`src/rtl/tbo_defs.svh`:
```
// timing, width and count constants of the touch button output block
`ifndef TBO_DEFS_SVH
`define TBO_DEFS_SVH
// ----------------------------------------------------------------
// clock and time base
// ----------------------------------------------------------------
`define TBO_CLK_PERIOD_NS 4
`define TBO_MS_NS 1000000
`define TBO_NCH 4
// ----------------------------------------------------------------
// self test timing, in ms
// ----------------------------------------------------------------
`define TBO_POWER_ON_SELF_TEST_MS 175
`define TBO_PULSE_MS 5
`define TBO_POWER_ON_SELF_TEST_W 8
// ----------------------------------------------------------------
// hold-on interval, in ms and steps
// ----------------------------------------------------------------
`define TBO_HOLD_STEP_MS 20
`define TBO_HOLD_MAX_STEPS 100
`define TBO_HOLD_W 12
// ----------------------------------------------------------------
// auto release, in ms
// ----------------------------------------------------------------
`define TBO_AR_SHORT_MS 5000
`define TBO_AR_LONG_MS 20000
`define TBO_AR_SPLIT_MS 2000
`define TBO_AR_QUICK_HOLD_MS 220
`define TBO_AR_EXTRA_MS 200
`define TBO_AR_W 15
// ----------------------------------------------------------------
// strap bit positions
// ----------------------------------------------------------------
`define TBO_TS_TOGGLE 0
`define TBO_TS_FLANK 1
`define TBO_AR_EN 0
`define TBO_AR_LONG 1
`endif

```
`src/rtl/tbo_pkg.sv`:
```
// types of the touch button output block
package tbo_pkg;
   // self test phase after reset, one-hot
   typedef enum logic [2:0] {
      TBO_PH_WAIT  = 3'b001,
      TBO_PH_PULSE = 3'b010,
      TBO_PH_RUN   = 3'b100
   } tbo_phase_t;
endpackage

```
`src/rtl/tbo_top.sv`:
```
// output and feature logic of a four channel touch button controller
//
// Behaviour
// - each output follows its own channel, active low
// - failed channel: 5 ms low pulse by 175 ms
// - deep sleep drives all outputs high
// - low-power sleep holds previous output levels
// - any reset puts outputs in high impedance
// - toggle mode: each new touch inverts output
// - flanking: single touched button is reported
// - flanking: of several, earlier touched one wins
// - hold-on keeps output low after release
// - no hold-on after auto release
// - another button's release cancels pending hold-on
// - hold-on 0 to 2000 ms, 20 ms steps
// - auto release ends over-long continuous touch
// - auto release period 5 or 20 s, strap
// - power_on_self_test-release block 220 ms or scan+200 ms
// - channel shorted to ground or supply disabled
// - channels shorted together all disabled
// - bad modulator capacitor disables all channels
// - parasitic capacitance over 40 pF disables channel
// - straps sampled once after each reset release
`timescale 1ns/1ns
`include "tbo_defs.svh"

module tbo_top
   import tbo_pkg::*;
#(
   parameter int MS_CYC = `TBO_MS_NS / `TBO_CLK_PERIOD_NS
) (
   input wire logic ref_clk, // 250 MHz system clock
   input wire logic rst_b, // power-on reset, active low
   input wire logic external_reset_pin, // external reset, active high
   input wire logic [3:0] touch_input, // touch flags from front end
   input wire logic scan_strobe, // one pulse per scan interval
   input wire logic [1:0] toggle_suppress_strap, // toggle, flanking
   input wire logic [1:0] auto_release_strap, // enable, 20 s select
   input wire logic [6:0] hold_on_interval, // hold-on in 20 ms steps
   input wire logic [9:0] scan_interval_sleep_strap, // scan ms
   input wire logic deep_sleep, // deep sleep request
   input wire logic low_power_sleep, // low-power sleep request
   input wire logic [3:0] short_gnd, // test: shorted to ground
   input wire logic [3:0] short_vdd, // test: shorted to supply
   input wire logic [3:0] short_pair, // test: shorted to another
   input wire logic modulator_cap_low, // test: below 1 nF
   input wire logic modulator_cap_high, // test: above 4 nF
   input wire logic [3:0] parasitic_cap_high, // test: over 40 pF
   output logic [3:0] button_output, // output level, low active
   output logic [3:0] button_output_oe_b, // low while driving
   output logic [3:0] channel_failed // self test result
);

   // ----------------------------------------------------------------
   // reset and millisecond time base
   // ----------------------------------------------------------------
   // both resets act alike; outputs float while either is held
   wire rst_ok = rst_b & ~external_reset_pin;

   logic [31:0] div_ff;
   logic ms_tick_ff;
   wire div_end = (div_ff == 32'(MS_CYC - 1));

   // divider gives one enable pulse per ms
   always_ff @(posedge ref_clk) begin
      if (!rst_ok) begin
         div_ff <= 32'h0;
         ms_tick_ff <= 1'b0;
      end else begin
         div_ff <= div_end ? 32'h0 : div_ff + 32'h1;
         ms_tick_ff <= div_end;
      end
   end

   // ----------------------------------------------------------------
   // strap capture
   // ----------------------------------------------------------------
   logic cfg_taken_ff;
   logic tog_en_ff;
   logic flank_en_ff;
   logic ar_en_ff;
   logic ar_long_ff;
   logic [6:0] hold_steps_ff;
   logic [9:0] scan_ms_ff;

   // straps read once after release; later changes are ignored
   always_ff @(posedge ref_clk) begin
      if (!rst_ok) begin
         cfg_taken_ff <= 1'b0;
         tog_en_ff <= 1'b0;
         flank_en_ff <= 1'b0;
         ar_en_ff <= 1'b0;
         ar_long_ff <= 1'b0;
         hold_steps_ff <= 7'h0;
         scan_ms_ff <= 10'h0;
      end else if (!cfg_taken_ff) begin
         cfg_taken_ff <= 1'b1;
         tog_en_ff <= toggle_suppress_strap[`TBO_TS_TOGGLE];
         flank_en_ff <= toggle_suppress_strap[`TBO_TS_FLANK];
         ar_en_ff <= auto_release_strap[`TBO_AR_EN];
         ar_long_ff <= auto_release_strap[`TBO_AR_LONG];
         hold_steps_ff <= hold_on_interval;
         scan_ms_ff <= scan_interval_sleep_strap;
      end
   end

   // hold-on length, clamped to the 2 s ceiling
   wire [6:0] hold_steps_c = (hold_steps_ff > 7'(`TBO_HOLD_MAX_STEPS)) ?
      7'(`TBO_HOLD_MAX_STEPS) : hold_steps_ff;
   wire [11:0] hold_ms = 12'(hold_steps_c) *
      12'(`TBO_HOLD_STEP_MS);
   wire [14:0] ar_period = ar_long_ff ? 15'(`TBO_AR_LONG_MS) :
      15'(`TBO_AR_SHORT_MS);
   wire [11:0] blk_long = 12'(scan_ms_ff) + 12'(`TBO_AR_EXTRA_MS);

   // ----------------------------------------------------------------
   // self test sequencing
   // ----------------------------------------------------------------
   tbo_phase_t phase_ff;
   tbo_phase_t nxt_phase;
   logic [7:0] power_on_self_test_ms_ff;
   logic [3:0] fail_ff;

   wire [7:0] pulse_at = 8'(`TBO_POWER_ON_SELF_TEST_MS - `TBO_PULSE_MS);
   wire [7:0] power_on_self_test_end = 8'(`TBO_POWER_ON_SELF_TEST_MS);
   wire cap_bad = modulator_cap_low | modulator_cap_high;
   // faults sampled at pulse start; the front end settles by then
   wire [3:0] fault_now = short_gnd | short_vdd
      | short_pair
      | parasitic_cap_high
      | {4{cap_bad}};

   // pulse sits at the tail of the window so it ends by 175 ms
   always_comb begin
      nxt_phase = phase_ff;
      unique case (phase_ff)
         TBO_PH_WAIT: begin
            if (ms_tick_ff && power_on_self_test_ms_ff == pulse_at - 8'h1) begin
               nxt_phase = TBO_PH_PULSE;
            end
         end
         TBO_PH_PULSE: begin
            if (ms_tick_ff && power_on_self_test_ms_ff == power_on_self_test_end - 8'h1) begin
               nxt_phase = TBO_PH_RUN;
            end
         end
         TBO_PH_RUN: begin
            nxt_phase = TBO_PH_RUN;
         end
      endcase
   end

   always_ff @(posedge ref_clk) begin
      if (!rst_ok) begin
         phase_ff <= TBO_PH_WAIT;
         power_on_self_test_ms_ff <= 8'h0;
         fail_ff <= 4'h0;
      end else begin
         phase_ff <= nxt_phase;
         if (ms_tick_ff && phase_ff != TBO_PH_RUN) begin
            power_on_self_test_ms_ff <= power_on_self_test_ms_ff + 8'h1;
         end
         if (phase_ff == TBO_PH_WAIT && nxt_phase == TBO_PH_PULSE) begin
            fail_ff <= fault_now;
         end
      end
   end

   wire run = (phase_ff == TBO_PH_RUN);
   assign channel_failed = fail_ff;

   // ----------------------------------------------------------------
   // flanking suppression over the per-scan touch flags
   // ----------------------------------------------------------------
   logic [3:0] rep_ff;
   logic [3:0] stuck_ff;
   logic [3:0] blk_act;
   logic [3:0] hold_act;
   logic [3:0] tog_ff;

   // disabled, blocked or auto-released channels see no touch
   wire [3:0] raw = touch_input & ~fail_ff & ~blk_act & ~stuck_ff
      & {4{run}};
   wire multi = (raw & (raw - 4'h1)) != 4'h0;
   wire [3:0] keep = raw & rep_ff;
   // several new touches with no earlier one report nothing
   wire [3:0] sel = !flank_en_ff ? raw :
      (!multi ? raw : keep);
   wire [3:0] rise = {4{scan_strobe}} & sel & ~rep_ff;
   wire [3:0] fall = {4{scan_strobe}} & ~sel & rep_ff;

   // ----------------------------------------------------------------
   // per channel hold, auto release and toggle
   // ----------------------------------------------------------------
   for (genvar i = 0; i < `TBO_NCH; i++) begin : g_ch
      logic [14:0] ar_cnt_ff;
      logic [11:0] hold_cnt_ff;
      logic [11:0] blk_cnt_ff;
      wire other_fall = (fall & ~(4'h1 << i)) != 4'h0;
      wire ar_hit = ar_en_ff && rep_ff[i] && !stuck_ff[i]
         && ar_cnt_ff == ar_period - 15'h1;
      wire split = ar_cnt_ff >= 15'(`TBO_AR_SPLIT_MS);
      wire let_go = scan_strobe && stuck_ff[i] && !touch_input[i];

      assign hold_act[i] = hold_cnt_ff != 12'h0;
      assign blk_act[i] = blk_cnt_ff != 12'h0;

      // reported state follows the scan; auto release drops it now
      always_ff @(posedge ref_clk) begin
         if (!rst_ok) begin
            rep_ff[i] <= 1'b0;
            tog_ff[i] <= 1'b0;
         end else begin
            if (ms_tick_ff && ar_hit) begin
               rep_ff[i] <= 1'b0;
            end else if (scan_strobe) begin
               rep_ff[i] <= sel[i];
            end
            if (rise[i]) begin
               tog_ff[i] <= ~tog_ff[i];
            end
         end
      end

      // touch time, then time still touched after auto release
      always_ff @(posedge ref_clk) begin
         if (!rst_ok) begin
            ar_cnt_ff <= 15'h0;
            stuck_ff[i] <= 1'b0;
         end else if (let_go) begin
            ar_cnt_ff <= 15'h0;
            stuck_ff[i] <= 1'b0;
         end else if (ms_tick_ff && ar_hit) begin
            ar_cnt_ff <= 15'h0;
            stuck_ff[i] <= 1'b1;
         end else if (rise[i] || (!rep_ff[i] && !stuck_ff[i])) begin
            ar_cnt_ff <= 15'h0;
         end else if (ms_tick_ff && (rep_ff[i] || !split)) begin
            ar_cnt_ff <= ar_cnt_ff + 15'h1;
         end
      end

      // block after letting go of an auto-released button
      always_ff @(posedge ref_clk) begin
         if (!rst_ok) begin
            blk_cnt_ff <= 12'h0;
         end else if (let_go) begin
            blk_cnt_ff <= split ? blk_long :
               12'(`TBO_AR_QUICK_HOLD_MS);
         end else if (ms_tick_ff && blk_act[i]) begin
            blk_cnt_ff <= blk_cnt_ff - 12'h1;
         end
      end

      // hold-on after a normal release; a release elsewhere cancels it
      always_ff @(posedge ref_clk) begin
         if (!rst_ok) begin
            hold_cnt_ff <= 12'h0;
         end else if (fall[i] && !stuck_ff[i]) begin
            hold_cnt_ff <= hold_ms;
         end else if (rise[i] || (fall[i] && stuck_ff[i])) begin
            hold_cnt_ff <= 12'h0;
         end else if (other_fall) begin
            hold_cnt_ff <= 12'h0;
         end else if (ms_tick_ff && hold_act[i]) begin
            hold_cnt_ff <= hold_cnt_ff - 12'h1;
         end
      end
   end

   // ----------------------------------------------------------------
   // output drive
   // ----------------------------------------------------------------
   wire [3:0] act = tog_en_ff ? tog_ff : (rep_ff | hold_act);
   wire pulse = (phase_ff == TBO_PH_PULSE);
   logic [3:0] out_ff;
   logic [3:0] nxt_out;
   logic drive_ff;

   // priority: deep sleep, low-power freeze, self test, normal
   always_comb begin
      if (deep_sleep) begin
         nxt_out = 4'hf;
      end else if (low_power_sleep) begin
         nxt_out = out_ff;
      end else if (pulse) begin
         nxt_out = ~fail_ff;
      end else if (!run) begin
         nxt_out = 4'hf;
      end else begin
         nxt_out = ~act | fail_ff;
      end
   end

   always_ff @(posedge ref_clk) begin
      if (!rst_ok) begin
         out_ff <= 4'hf;
         drive_ff <= 1'b0;
      end else begin
         out_ff <= nxt_out;
         drive_ff <= 1'b1;
      end
   end

   assign button_output = out_ff;
   assign button_output_oe_b = {4{~drive_ff}};

endmodule

```
`config.mk`:
```
export PLATFORM = sky130hd
export DESIGN_NAME = tbo_top
export DESIGN_NICKNAME = d
export VERILOG_FILES = /design/src/rtl/tbo_pkg.sv /design/src/rtl/tbo_top.sv
export VERILOG_INCLUDE_DIRS = /design/src /design/src/rtl
export SDC_FILE = /design/constraint.sdc
export NUM_CORES = 1
export LEC_CHECK = 0
export BUFFER_PORTS_ARGS = -buffer_cell sky130_fd_sc_hd__buf_2
export CAP_MARGIN = 20
export CORE_ASPECT_RATIO = 1.4
export CORE_MARGIN = 5
export CORE_UTILIZATION = 45
export CTS_CLUSTER_SIZE = 24
export DETAILED_ROUTE_END_ITERATION = 10
export PLACE_DENSITY = 0.64
export SYNTH_ARGS = -nofsm -noshare
export SYNTH_HDL_FRONTEND = slang
export SYNTH_SLANG_ARGS = --single-unit
```
`constraint.sdc`:
```
create_clock -name ref_clk -period 8.6 [get_ports ref_clk]
set_clock_uncertainty 0.05 [all_clocks]
set_input_delay 1.72 -clock ref_clk [delete_from_list [all_inputs] [get_ports ref_clk]]
set_output_delay 1.72 -clock ref_clk [all_outputs]
set_load 0.01 [all_outputs]
```
Word level (Yosys, flattened, before mapping) --
Cells that the tools add are included.
Operators by class: add/sub/neg operators 17, multipliers 1, $lt $le $gt $ge 5, eq/ne operators 12, multiplexer cells 39, bitwise gates (word level) 31, reduce and logical (&&, ||, !) cells 119
Operators by type and width (count):
- 12-bit two-way mux | 24
- 12-bit nonzero test | 8
- 12-bit by 1-bit subtractor with 12-bit output, second input constant | 8
- 15-bit by 1-bit adder with 15-bit output, second input constant | 4
- 15-bit == test | 4
- 15-bit by 11-bit greater-or-equal comparator with 1-bit output, second input constant | 4
- 1-bit logical AND | 52
- 11-bit two-way mux | 4
- 4-bit bitwise AND | 10
- 4-bit nonzero test | 9
- 32-bit by 1-bit adder with 32-bit output, second input constant | 1
- 32-bit by 18-bit == test with 1-bit output, second input constant | 1
- 4-bit OR reduction | 8
- 4-bit inverter | 6
- 4-bit bitwise OR | 6
- 4-bit two-way mux | 5
- 2-bit OR reduction | 10
- 8-bit == test, second input constant | 2
- 1-bit zero test | 16
- 15-bit two-way mux | 1
- 15-bit by 1-bit subtractor with 15-bit output, second input constant | 1
- 1-bit logical OR | 12
- 10-bit by 8-bit adder with 11-bit output, second input constant | 1
- 7-bit by 3-bit multiplier with 10-bit output, second input constant | 1
- 15 further kinds | 26
Word-level totals: register bits after elaboration 242, input bits 49, output and inout port bits 12, word-level logic and storage cells 265

Logic depth before layout (Yosys ltp) --
Gate-level depths: netlist (run 1).
depth after elaboration 17, mapped depth 14, depth with buffers taken out 14

Worst setup path after synthesis (run 1) --
Ideal clock, no wire load.
kind register to register, from reg hold_steps_ff[0], to reg g_ch[0].hold_cnt_ff[11], setup time 0.120 ns, data arrival time 3.230 ns, data required time 8.430 ns, slack 5.200 ns, cell stages (with the launch flop) 15, path buffers 0, period minus slack after synthesis 3.400 ns, path through dfxtp_1 -> o21a_1 -> o311ai_0 -> nand2_1 -> inv_1 -> ha_1 -> ha_1 -> fa_1 -> a21o_1 -> a21oi_1 -> nor2b_1 -> o21ai_0 -> o21ai_0 -> a21oi_1 -> a21oi_1
Between the ends: word-level cells in the longest chain between the ends 4
Ends and longest elaborated chain:
- start: declaration | line tbo_top.sv:83 | logic [6:0] hold_steps_ff;
- start signal: assignment | line tbo_top.sv:102 | hold_steps_ff <= hold_on_interval;
- 7-bit > comparator | line tbo_top.sv:108 | wire [6:0] hold_steps_c = (hold_steps_ff > 7'(`TBO_HOLD_MAX_STEPS)) ?
- 7-bit two-way mux (*) | line tbo_top.sv:108
- 7-bit by 3-bit multiplier with 10-bit output (*) | line tbo_top.sv:110 | wire [11:0] hold_ms = 12'(hold_steps_c) *
- 12-bit two-way mux (*) | line tbo_top.sv:259 | end else if (fall[i] && !stuck_ff[i]) begin
- end signal: assignment | line tbo_top.sv:260 | hold_cnt_ff <= hold_ms;
- end signal: assignment | line tbo_top.sv:266 | hold_cnt_ff <= hold_cnt_ff - 12'h1;
- end: declaration | line tbo_top.sv:197 | logic [11:0] hold_cnt_ff;
Every way passes the cells marked *; elsewhere a longest branch is shown, timed or not. A chain may end at the register's enable or synchronous reset.

Final worst setup path (run 1) --
from reg hold_steps_ff[0], to reg g_ch[1].hold_cnt_ff[11]
Between the ends: word-level cells in the longest chain between the ends 4
Ends and longest elaborated chain (line):
- 7-bit > comparator | tbo_top.sv:108
- 7-bit two-way mux (*) | tbo_top.sv:108
- 7-bit by 3-bit multiplier with 10-bit output (*) | tbo_top.sv:110
- 12-bit two-way mux (*) | tbo_top.sv:259
- end signal: assignment | tbo_top.sv:260
- end signal: assignment | tbo_top.sv:266
- end: declaration | tbo_top.sv:197
Marked as above.

==> summary.txt, run 1 <==
Die
  • Core area: roughly 28000 um^2
  • Die Area: roughly 32000 um^2
  • Rows: 72
  • Die X: approximately 150 um
  • Initial Util: 0.456
  • Die height: about 210 um
  • Io pins: 61

Logic synthesis
  • Yosys warnings: 0
  • Mux cell area share after synthesis: 0.0191
  • Xor/xnor share of the synthesized area: 0.105
  • Post-synthesis simple-gate area fraction: 0.276
  • Count of cell types in the netlist: 82
  • Largest family of logic cells by synthesized area: simple AND/OR/NAND/NOR gates
  • Post-synth EDFFs: 0
  • Synth area leader: dfxtp_1
  • Top-area cell type share of the netlist area: 0.383
  • Post-synthesis sequential area ratio: 0.383
  • Synth Flop Type: dfxtp_1
  • Mean Syn Cell Area: 8.20 um^2
  • Syn Inst Count: approximately 1500
  • Adder-cell share of the synthesized area: 0.0372
  • Largest cells by area after synthesis: dfxtp_1 38%, nor2_1 7.5%, xor2_1 5.7%
  • Async SR Flop Fraction: 0
  • Area fraction in compound gates after synthesis: 0.140
  • Synthesized net count: roughly 1600
  • Synthesized area: about 13000 um^2
  • Flops & latches, synth: 242

Worst setup path
  • Reg2Reg Setup Slack: around 4.3 ns
  • Crit path from: hold_steps_ff[0]
  • CP Max Fanout: 5
  • Worst R2R End: g_ch[1].hold_cnt_ff[11]
  • Crit path DAT: about 4.6 ns
  • FF-to-FF Start: hold_steps_ff[0]
  • Crit end category: flop
  • Crit-path cells: o21a_1 -> o311ai_0 -> nand2_1 -> inv_1 -> ha_1 -> ha_1 -> fa_1 -> a21o_1 -> a21oi_1 -> nor2b_1 -> o21ai_0 -> o21ai_0 -> a21oi_1 -> nor2_1
  • WP data required: around 9 ns
  • Buffers plus inverters on the worst setup path: 1
  • CP top delay family: compound AO/OA/AOI/OAI gates
  • CP max stage delay: around 0.65 ns
  • Reg2Reg Depth: 14
  • Slowest cell on crit path: o311ai_0
  • Crit start category: flop
  • Crit Path Category: reg -> reg

CTS
  • CTS tree: yes
  • Post-CTS Setup Inserts: 0
  • Clock Tree Buf Depth: 3
  • # clock sinks: ~240
  • CTS clk-pin slew, worst paths: approximately 0.06 ns
  • CTS root buf: clkbuf_16
  • Htree depth: 1
  • Skew-Pair Late Insertion Delay: between 0.5 and 0.6 ns
  • # resized after CTS: 0
  • Post-CTS Hold Fix Bufs: 0
  • CTS Buf Count: 25

Global route
  • Largest net degree at the start of global routing: just over 50
  • Initial antenna violation count: 1
  • Gr usage total: 0.207
  • Vias in the first global route: approximately 11000
  • First-pass GRT wire length: approximately 54000 um
  • Grt ovf: 0

Timing
  • Unrepaired setup endpoints after global routing: false
  • Hold Slack: about 0.39 ns
  • Slew HR: 0.287
  • Setup TNS: 0 ns
  • Slew @ Worst Pin: approximately 1.1 ns
  • Count of final hold-check violations: 0
  • Minimum clock period: 4.25 ns
  • Final Cycle Share: 0.494
  • # setup viols final: 0
  • Fmax: ~0.24 GHz
  • Final Max Tran Viols: 0

Hold path
  • Hold depth: 1
  • Hold endpoint: div_ff[0]
  • Critical hold path startpoint: div_ff[0]
  • Worst min-delay path class: reg -> reg

Route
  • Vias per std cell: 5.66
  • Post-DR wirelength/cell: 17.0 um
  • DRC errors left: 0
  • Routed vias: approximately 11000
  • Antenna Nets Post-Route: 0
  • Starting DRC count in detailed routing: approximately 580
  • DRT Wirelength: 33200 um
  • TritonRoute pass-1 iters: 5

Cells and area
  • Area Growth Syn to Fin: 10.1%
  • Nets: 1657
  • Finished Cell Area: roughly 14000 um^2
  • Layout cells sized above 1: 0.0858
  • Final core area utilization: 0.503

Run status
  • Status: completed

Placed design
  • GPL Wtd Cong: 0.888
  • Hpwl dp: between 20000 and 25000 um
  • Port buffer count: 60
  • Post-DP Area: ~13000 um^2

Power
  • Pleak: between 4 and 5 nW
  • Cell Pwr Density: between 150 and 200 nW/um^2
  • Max VDD drop: roughly 0.13 mV

Job
  • Max_cap viols: 0
report_power, final:
group | switching [W] | internal, W
registers | 0.0000110 | 0.00113
logic | 0.0000743 | 0.0000410
clock network | 0.000455 | 0.000600
total | 0.000540 | 0.00177
worst max path at each step:
stage	depth (start not counted)	to	slack, ns
after global routing	14	g_ch[1].hold_cnt_ff[11]	3.99
final	14	g_ch[1].hold_cnt_ff[11]	4.35
after floorplan	14	g_ch[0].hold_cnt_ff[11]	5.20
after detailed placement	7	g_ch[2].hold_cnt_ff[11]	4.16
after CTS	14	g_ch[1].hold_cnt_ff[11]	4.47
after global placement	7	g_ch[2].hold_cnt_ff[11]	4.24
registers in the layout, indices dropped and copies added, names as in the netlist, 3 cells and up:
register                  cells
div_ff                       32
g_ch.ar_cnt_ff               60
g_ch.blk_cnt_ff              48
rep_ff                        4
tog_ff                        4
g_ch.hold_cnt_ff             48
scan_ms_ff                   10
hold_steps_ff                 7
stuck_ff                      4
phase_ff                      3
power_on_self_test_ms_ff      8
channel_failed                4
button_output                 4
kinds of logic (layout without fill, tap and decap cells):
logic type                 after synthesis  count (layout)
DFF                                    242             242
buffers and inverters                  118             159
other                                    0               1
adders and majority gates               37              37
muxes                                   24              24
and+or+nand+nor                        705             705
xor gates and xnor gates               152             152
AOI/OAI and AO/OA                      266             266
synthesized netlist by cell type (12+ instances only):
master and instances:
nor2_1 252, dfxtp_1 242, nand2_1 121, xor2_1 82, nand3_1 71, a21oi_1 70, xnor2_1 70, inv_1 52
o21ai_0 47, clkbuf_1 45, nor3_1 38, ha_1 36, nor4_1 33, nand4_1 29, or3_1 25, mux2i_1 23
and3_1 21, a31oi_1 19, o22ai_1 18, a211oi_1 12, or2_2 12, or4_1 12
worst register-to-register path: stages (launching register included):
cell	delay [ns]
dfxtp_1	0.33
o21a_1	0.18
o311ai_0	0.65
nand2_1	0.26
inv_1	0.21
ha_1	0.26
ha_1	0.22
fa_1	0.40
a21o_1	0.17
a21oi_1	0.28
nor2b_1	0.10
o21ai_0	0.59
o21ai_0	0.19
a21oi_1	0.19
nor2_1	0.05
cell type report:
| cell class | instances | area, um^2 |
|---|---|---|
| inverter | 53 | 199 |
| fill | 2742 | 13800 |
| tap | 370 | 463 |
| timing repair buffer | 65 | 338 |
| sequential | 242 | 4840 |
| clock inverter | 4 | 60.1 |
| multi-input combinational | 1184 | 7330 |
| antenna | 1 | 2.50 |
| clock buffer | 37 | 711 |
placed cells by master, fill, tap and decap left out, types with 12 or more instances in the layout:
master	count
nor2_1	252
dfxtp_1	242
nand2_1	121
xor2_1	82
nand3_1	71
xnor2_1	70
a21oi_1	70
buf_2	60
inv_1	52
o21ai_0	47
nor3_1	38
ha_1	36
nor4_1	33
nand4_1	29
or3_1	25
clkbuf_16	25
mux2i_1	23
and3_1	21
a31oi_1	19
o22ai_1	18
or2_2	12
or4_1	12
a211oi_1	12
metrics by stage:
stage | cells | power, W | setup slack [ns]
2_1_floorplan | 1544 | 0.00124 | 5.20
3_3_place_gp | 1913 | 0.00128 | 4.24
3_5_place_dp | 1914 | 0.00128 | 4.16
4_1_cts | 1955 | 0.00233 | 4.47
5_1_grt | 1955 | 0.00239 | 3.99
6_report | 1956 | 0.00231 | 4.35
metal layers:
| layer | track usage | wire (um) | part of all wire | vias to the layer above |
|---|---|---|---|---|
| met5 | 0 | 15 | 0.00045 | - |
| met4 | 0.0862 | 1440 | 0.043 | 2 |
| met3 | 0.0303 | 1480 | 0.044 | 88 |
| met2 | 0.370 | 16700 | 0.50 | 279 |
| met1 | 0.244 | 13600 | 0.41 | 5176 |
| li1 | - | - | - | 5525 |
Power figures use the tool's default switching activity.
==> inputs of run 2 (changes only) <==
--- a/config.mk
+++ b/config.mk
@@ -13,7 +13,7 @@
 export CORE_UTILIZATION = 45
 export CTS_CLUSTER_SIZE = 24
 export DETAILED_ROUTE_END_ITERATION = 10
-export PLACE_DENSITY = 0.64
+export PLACE_DENSITY = 0.66
 export SYNTH_ARGS = -nofsm -noshare
 export SYNTH_HDL_FRONTEND = slang
 export SYNTH_SLANG_ARGS = --single-unit
==> constraint.sdc (replaced) <==
create_clock -name ref_clk -period 3.5 [get_ports ref_clk]
set_clock_uncertainty 0.05 [all_clocks]
set_input_delay 0.7 -clock ref_clk [delete_from_list [all_inputs] [get_ports ref_clk]]
set_output_delay 0.7 -clock ref_clk [all_outputs]
set_load 0.01 [all_outputs]
==> run 2 against run 1 <==
  * Hold slack worse by 0.056 ns
  * Design area increased by 2.5%
  * Via count is 1.9% higher
  * Final cell count increased by 1.3%
  * Clock power rose to 2.9 times the previous value
  * Register-to-register slack worse by 4.1 ns
  * Non-clock buffer count rose by 19
  * Sequential cell count is the same
  * Critical path depth unchanged
  * Global-route usage down 0.31 points
  * Combinational power increased to 2.5 times the previous value
  * Fmax grew 32%
==> summary.txt, run 2 (synthesis results as in run 1) <==
Run status
  • Status: completed

Timing
  • Minimum clock period: 3.22 ns (-1.03 ns)
  • Hold Slack: 0.338 ns (-0.0560 ns)
  • Count of final hold-check violations: 0 (unchanged)
  • Final Cycle Share: 0.920 (+0.426)
  • Slew HR: 0.379 (+0.0920)
  • Setup TNS: 0 ns (unchanged)
  • PnR worst setup slack: 0.279 ns (-4.07 ns)
  • Unrepaired setup endpoints after global routing: false
  • # setup viols final: 0 (unchanged)
  • Final Max Tran Viols: 0 (unchanged)
  • Fmax: 0.310 GHz (+32%)
  • Slew @ Worst Pin: 0.925 ns (-0.141 ns)

Worst setup path
  • Slowest cell on crit path: fa_1
  • Critical path depth: 14 (unchanged)
  • FF-to-FF Start: hold_steps_ff[0]
  • Crit path DAT: 3.61 ns (-1.02 ns)
  • Crit Path Category: reg -> reg
  • Reg2Reg Depth: 14 (unchanged)
  • Crit path from: hold_steps_ff[0]
  • WP data required: 3.89 ns (-5.09 ns)
  • Crit-path cells: o21a_1 -> o311ai_0 -> buf_4 -> and2_1 -> ha_1 -> ha_1 -> fa_1 -> a21o_1 -> a21oi_1 -> buf_4 -> xor2_2 -> nor3_1 -> a31oi_1 -> nor2_1
  • Worst R2R End: g_ch[0].hold_cnt_ff[9]
  • CP Max Fanout: 5 (unchanged)
  • Crit path to: g_ch[0].hold_cnt_ff[9]
  • Crit end category: flop
  • Crit start category: flop
  • Buffers plus inverters on the worst setup path: 2 (+1)
  • CP top delay family: compound AO/OA/AOI/OAI gates
  • CP max stage delay: 0.41 ns (-0.24 ns)
  • Reg2Reg Setup Slack: 0.28 ns (-4.07 ns)

Cells and area
  • Regs by FF count: g_ch.ar_cnt_ff (60), g_ch.blk_cnt_ff (48), g_ch.hold_cnt_ff (48)
  • Leading cell type in the layout, fill and taps excluded: nor2_1
  • ANT cells: 0 (-1)
  • Layout cells sized above 1: 0.104 (+0.0179)
  • Area Growth Syn to Fin: 12.8%
  • Commonest cells after routing, fill and taps aside: 252 x nor2_1, 242 x dfxtp_1, 121 x nand2_1
  • Finished Cell Area: 14300 um^2 (+2.5%)
  • Post-Layout Cell Count: 1981 (+1.3%)
  • Max reg flops: 60 (unchanged)
  • Top reg by flops: g_ch.ar_cnt_ff
  • Nets: 1677 (+1.2%)

Power
  • Pleak: 5.15 nW (+3.9%)
  • Max VDD drop: 0.305 mV (+140%)
  • Cell Pwr Density: 431 nW/um^2 (+160%)

Global route
  • Grt ovf: 0 (unchanged)
  • Initial antenna violation count: 0 (-1)
  • Gr usage total: 0.204 (-0.00310)
  • Vias in the first global route: 10800 (+0.90%)
  • First-pass GRT wire length: 53500 um (-0.86%)
  • Largest net degree at the start of global routing: 81 (+59%)

CTS
  • CTS Buf Count: 26 (+4.0%)
  • Post-CTS Setup Inserts: 0 (unchanged)
  • Clock Tree Buf Depth: 3 (unchanged)
  • CTS clk-pin slew, worst paths: 0.06 ns (about the same)
  • # resized after CTS: 0 (unchanged)
  • CTS root buf: clkbuf_16
  • CTS tree: yes
  • Htree depth: 1 (unchanged)
  • Skew-Pair Late Insertion Delay: 0.54 ns (about the same)
  • # clock sinks: 242 (unchanged)
  • Post-CTS Hold Fix Bufs: 0 (unchanged)

Route
  • TritonRoute pass-1 iters: 5 (unchanged)
  • DRC errors left: 0 (unchanged)
  • Routed vias: 11300 (+1.9%)
  • DRT Wirelength: 32900 um (-0.84%)
  • Antenna Nets Post-Route: 0 (unchanged)
  • Post-DR wirelength/cell: 16.6 um (-2.1%)
  • Starting DRC count in detailed routing: 641 (+11%)
  • Vias per std cell: 5.69 (+0.61%)

Placed design
  • Dpl ws: 0.189 ns (-3.97 ns)
  • Placed insts: 1933 (+0.99%)
  • Port buffer count: 60 (unchanged)
  • GPL Wtd Cong: 0.914 (+2.9%)
  • Post-DP Area: 13300 um^2 (+1.1%)
  • Hpwl dp: 23900 um (about the same)

Die
  • Die X: 152 um (unchanged)
  • Core area: 27700 um^2 (unchanged)
  • Io pins: 61 (unchanged)
  • Die Area: 31600 um^2 (unchanged)
  • Die height: 208 um (unchanged)
  • Initial Util: 0.456 (unchanged)
  • Rows: 72 (unchanged)

Hold path
  • Worst min-delay path class: in -> reg

Job
  • Max_cap viols: 0 (unchanged)
-- run 2: changes by cell type in the layout (fill, tap and decap cells not counted), sizes merged --
cell,change
buf,+19
bufinv,+4
clkbuf,+1
diode,-1
clkinv,+3
inv,-1
-- run 2: area by class of cell --
| class | instances | area (um^2) |
|---|---|---|
| fill | 2760 | 13500 |
| multi-input combinational | 1184 | 7340 |
| sequential | 242 | 4840 |
| clock buffer | 38 | 787 |
| timing repair buffer | 84 | 480 |
| tap | 370 | 463 |
| inverter | 53 | 199 |
| clock inverter | 10 | 179 |
-- run 2: worst min path at each step --
stage	slack, ns	cells after the start	startpoint	end
detailed placement	0.38	1	div_ff[0]	div_ff[0]
global route	0.34	3	auto_release_strap[1]	ar_long_ff
CTS	0.32	3	scan_interval_sleep_strap[0]	scan_ms_ff[0]
floorplan	0.36	1	div_ff[0]	div_ff[0]
global placement	0.37	1	div_ff[0]	div_ff[0]
finish	0.34	3	scan_interval_sleep_strap[3]	scan_ms_ff[3]
-- run 2: worst register-to-register path: stages (launching register included) --
cell      delay [ns]
dfxtp_1         0.33
o21a_1          0.18
o311ai_0        0.28
buf_4           0.20
and2_1          0.15
ha_1            0.24
ha_1            0.23
fa_1            0.41
a21o_1          0.17
a21oi_1         0.19
buf_4           0.16
xor2_2          0.24
nor3_1          0.07
a31oi_1         0.15
nor2_1          0.06
-- run 2: metrics by stage --
stage | util | power [W]
after floorplan | - | 0.00304
after global placement | 0.480 | 0.00315
after detailed placement | 0.480 | 0.00315
after CTS | 0.515 | 0.00622
after global routing | 0.515 | 0.00636
final | 0.515 | 0.00616
-- run 2: metal layers --
layer / wire [um] / track usage / part of all wire / vias to the layer above
met1: 13300 / 0.245 / 0.40 / 5361
met3: 1650 / 0.0244 / 0.050 / 69
met2: 17000 / 0.371 / 0.52 / 289
li1: - / - / - / 5561
met4: 992 / 0.0704 / 0.030 / 0
met5: 0 / 0 / 0 / -
-- run 2: power by group --
group / total, W / switching [W] / internal, W
combinational: 0.000292 / 0.000184 / 0.000108
clock: 0.00306 / 0.00114 / 0.00192
sequential: 0.00280 / 0.0000272 / 0.00277
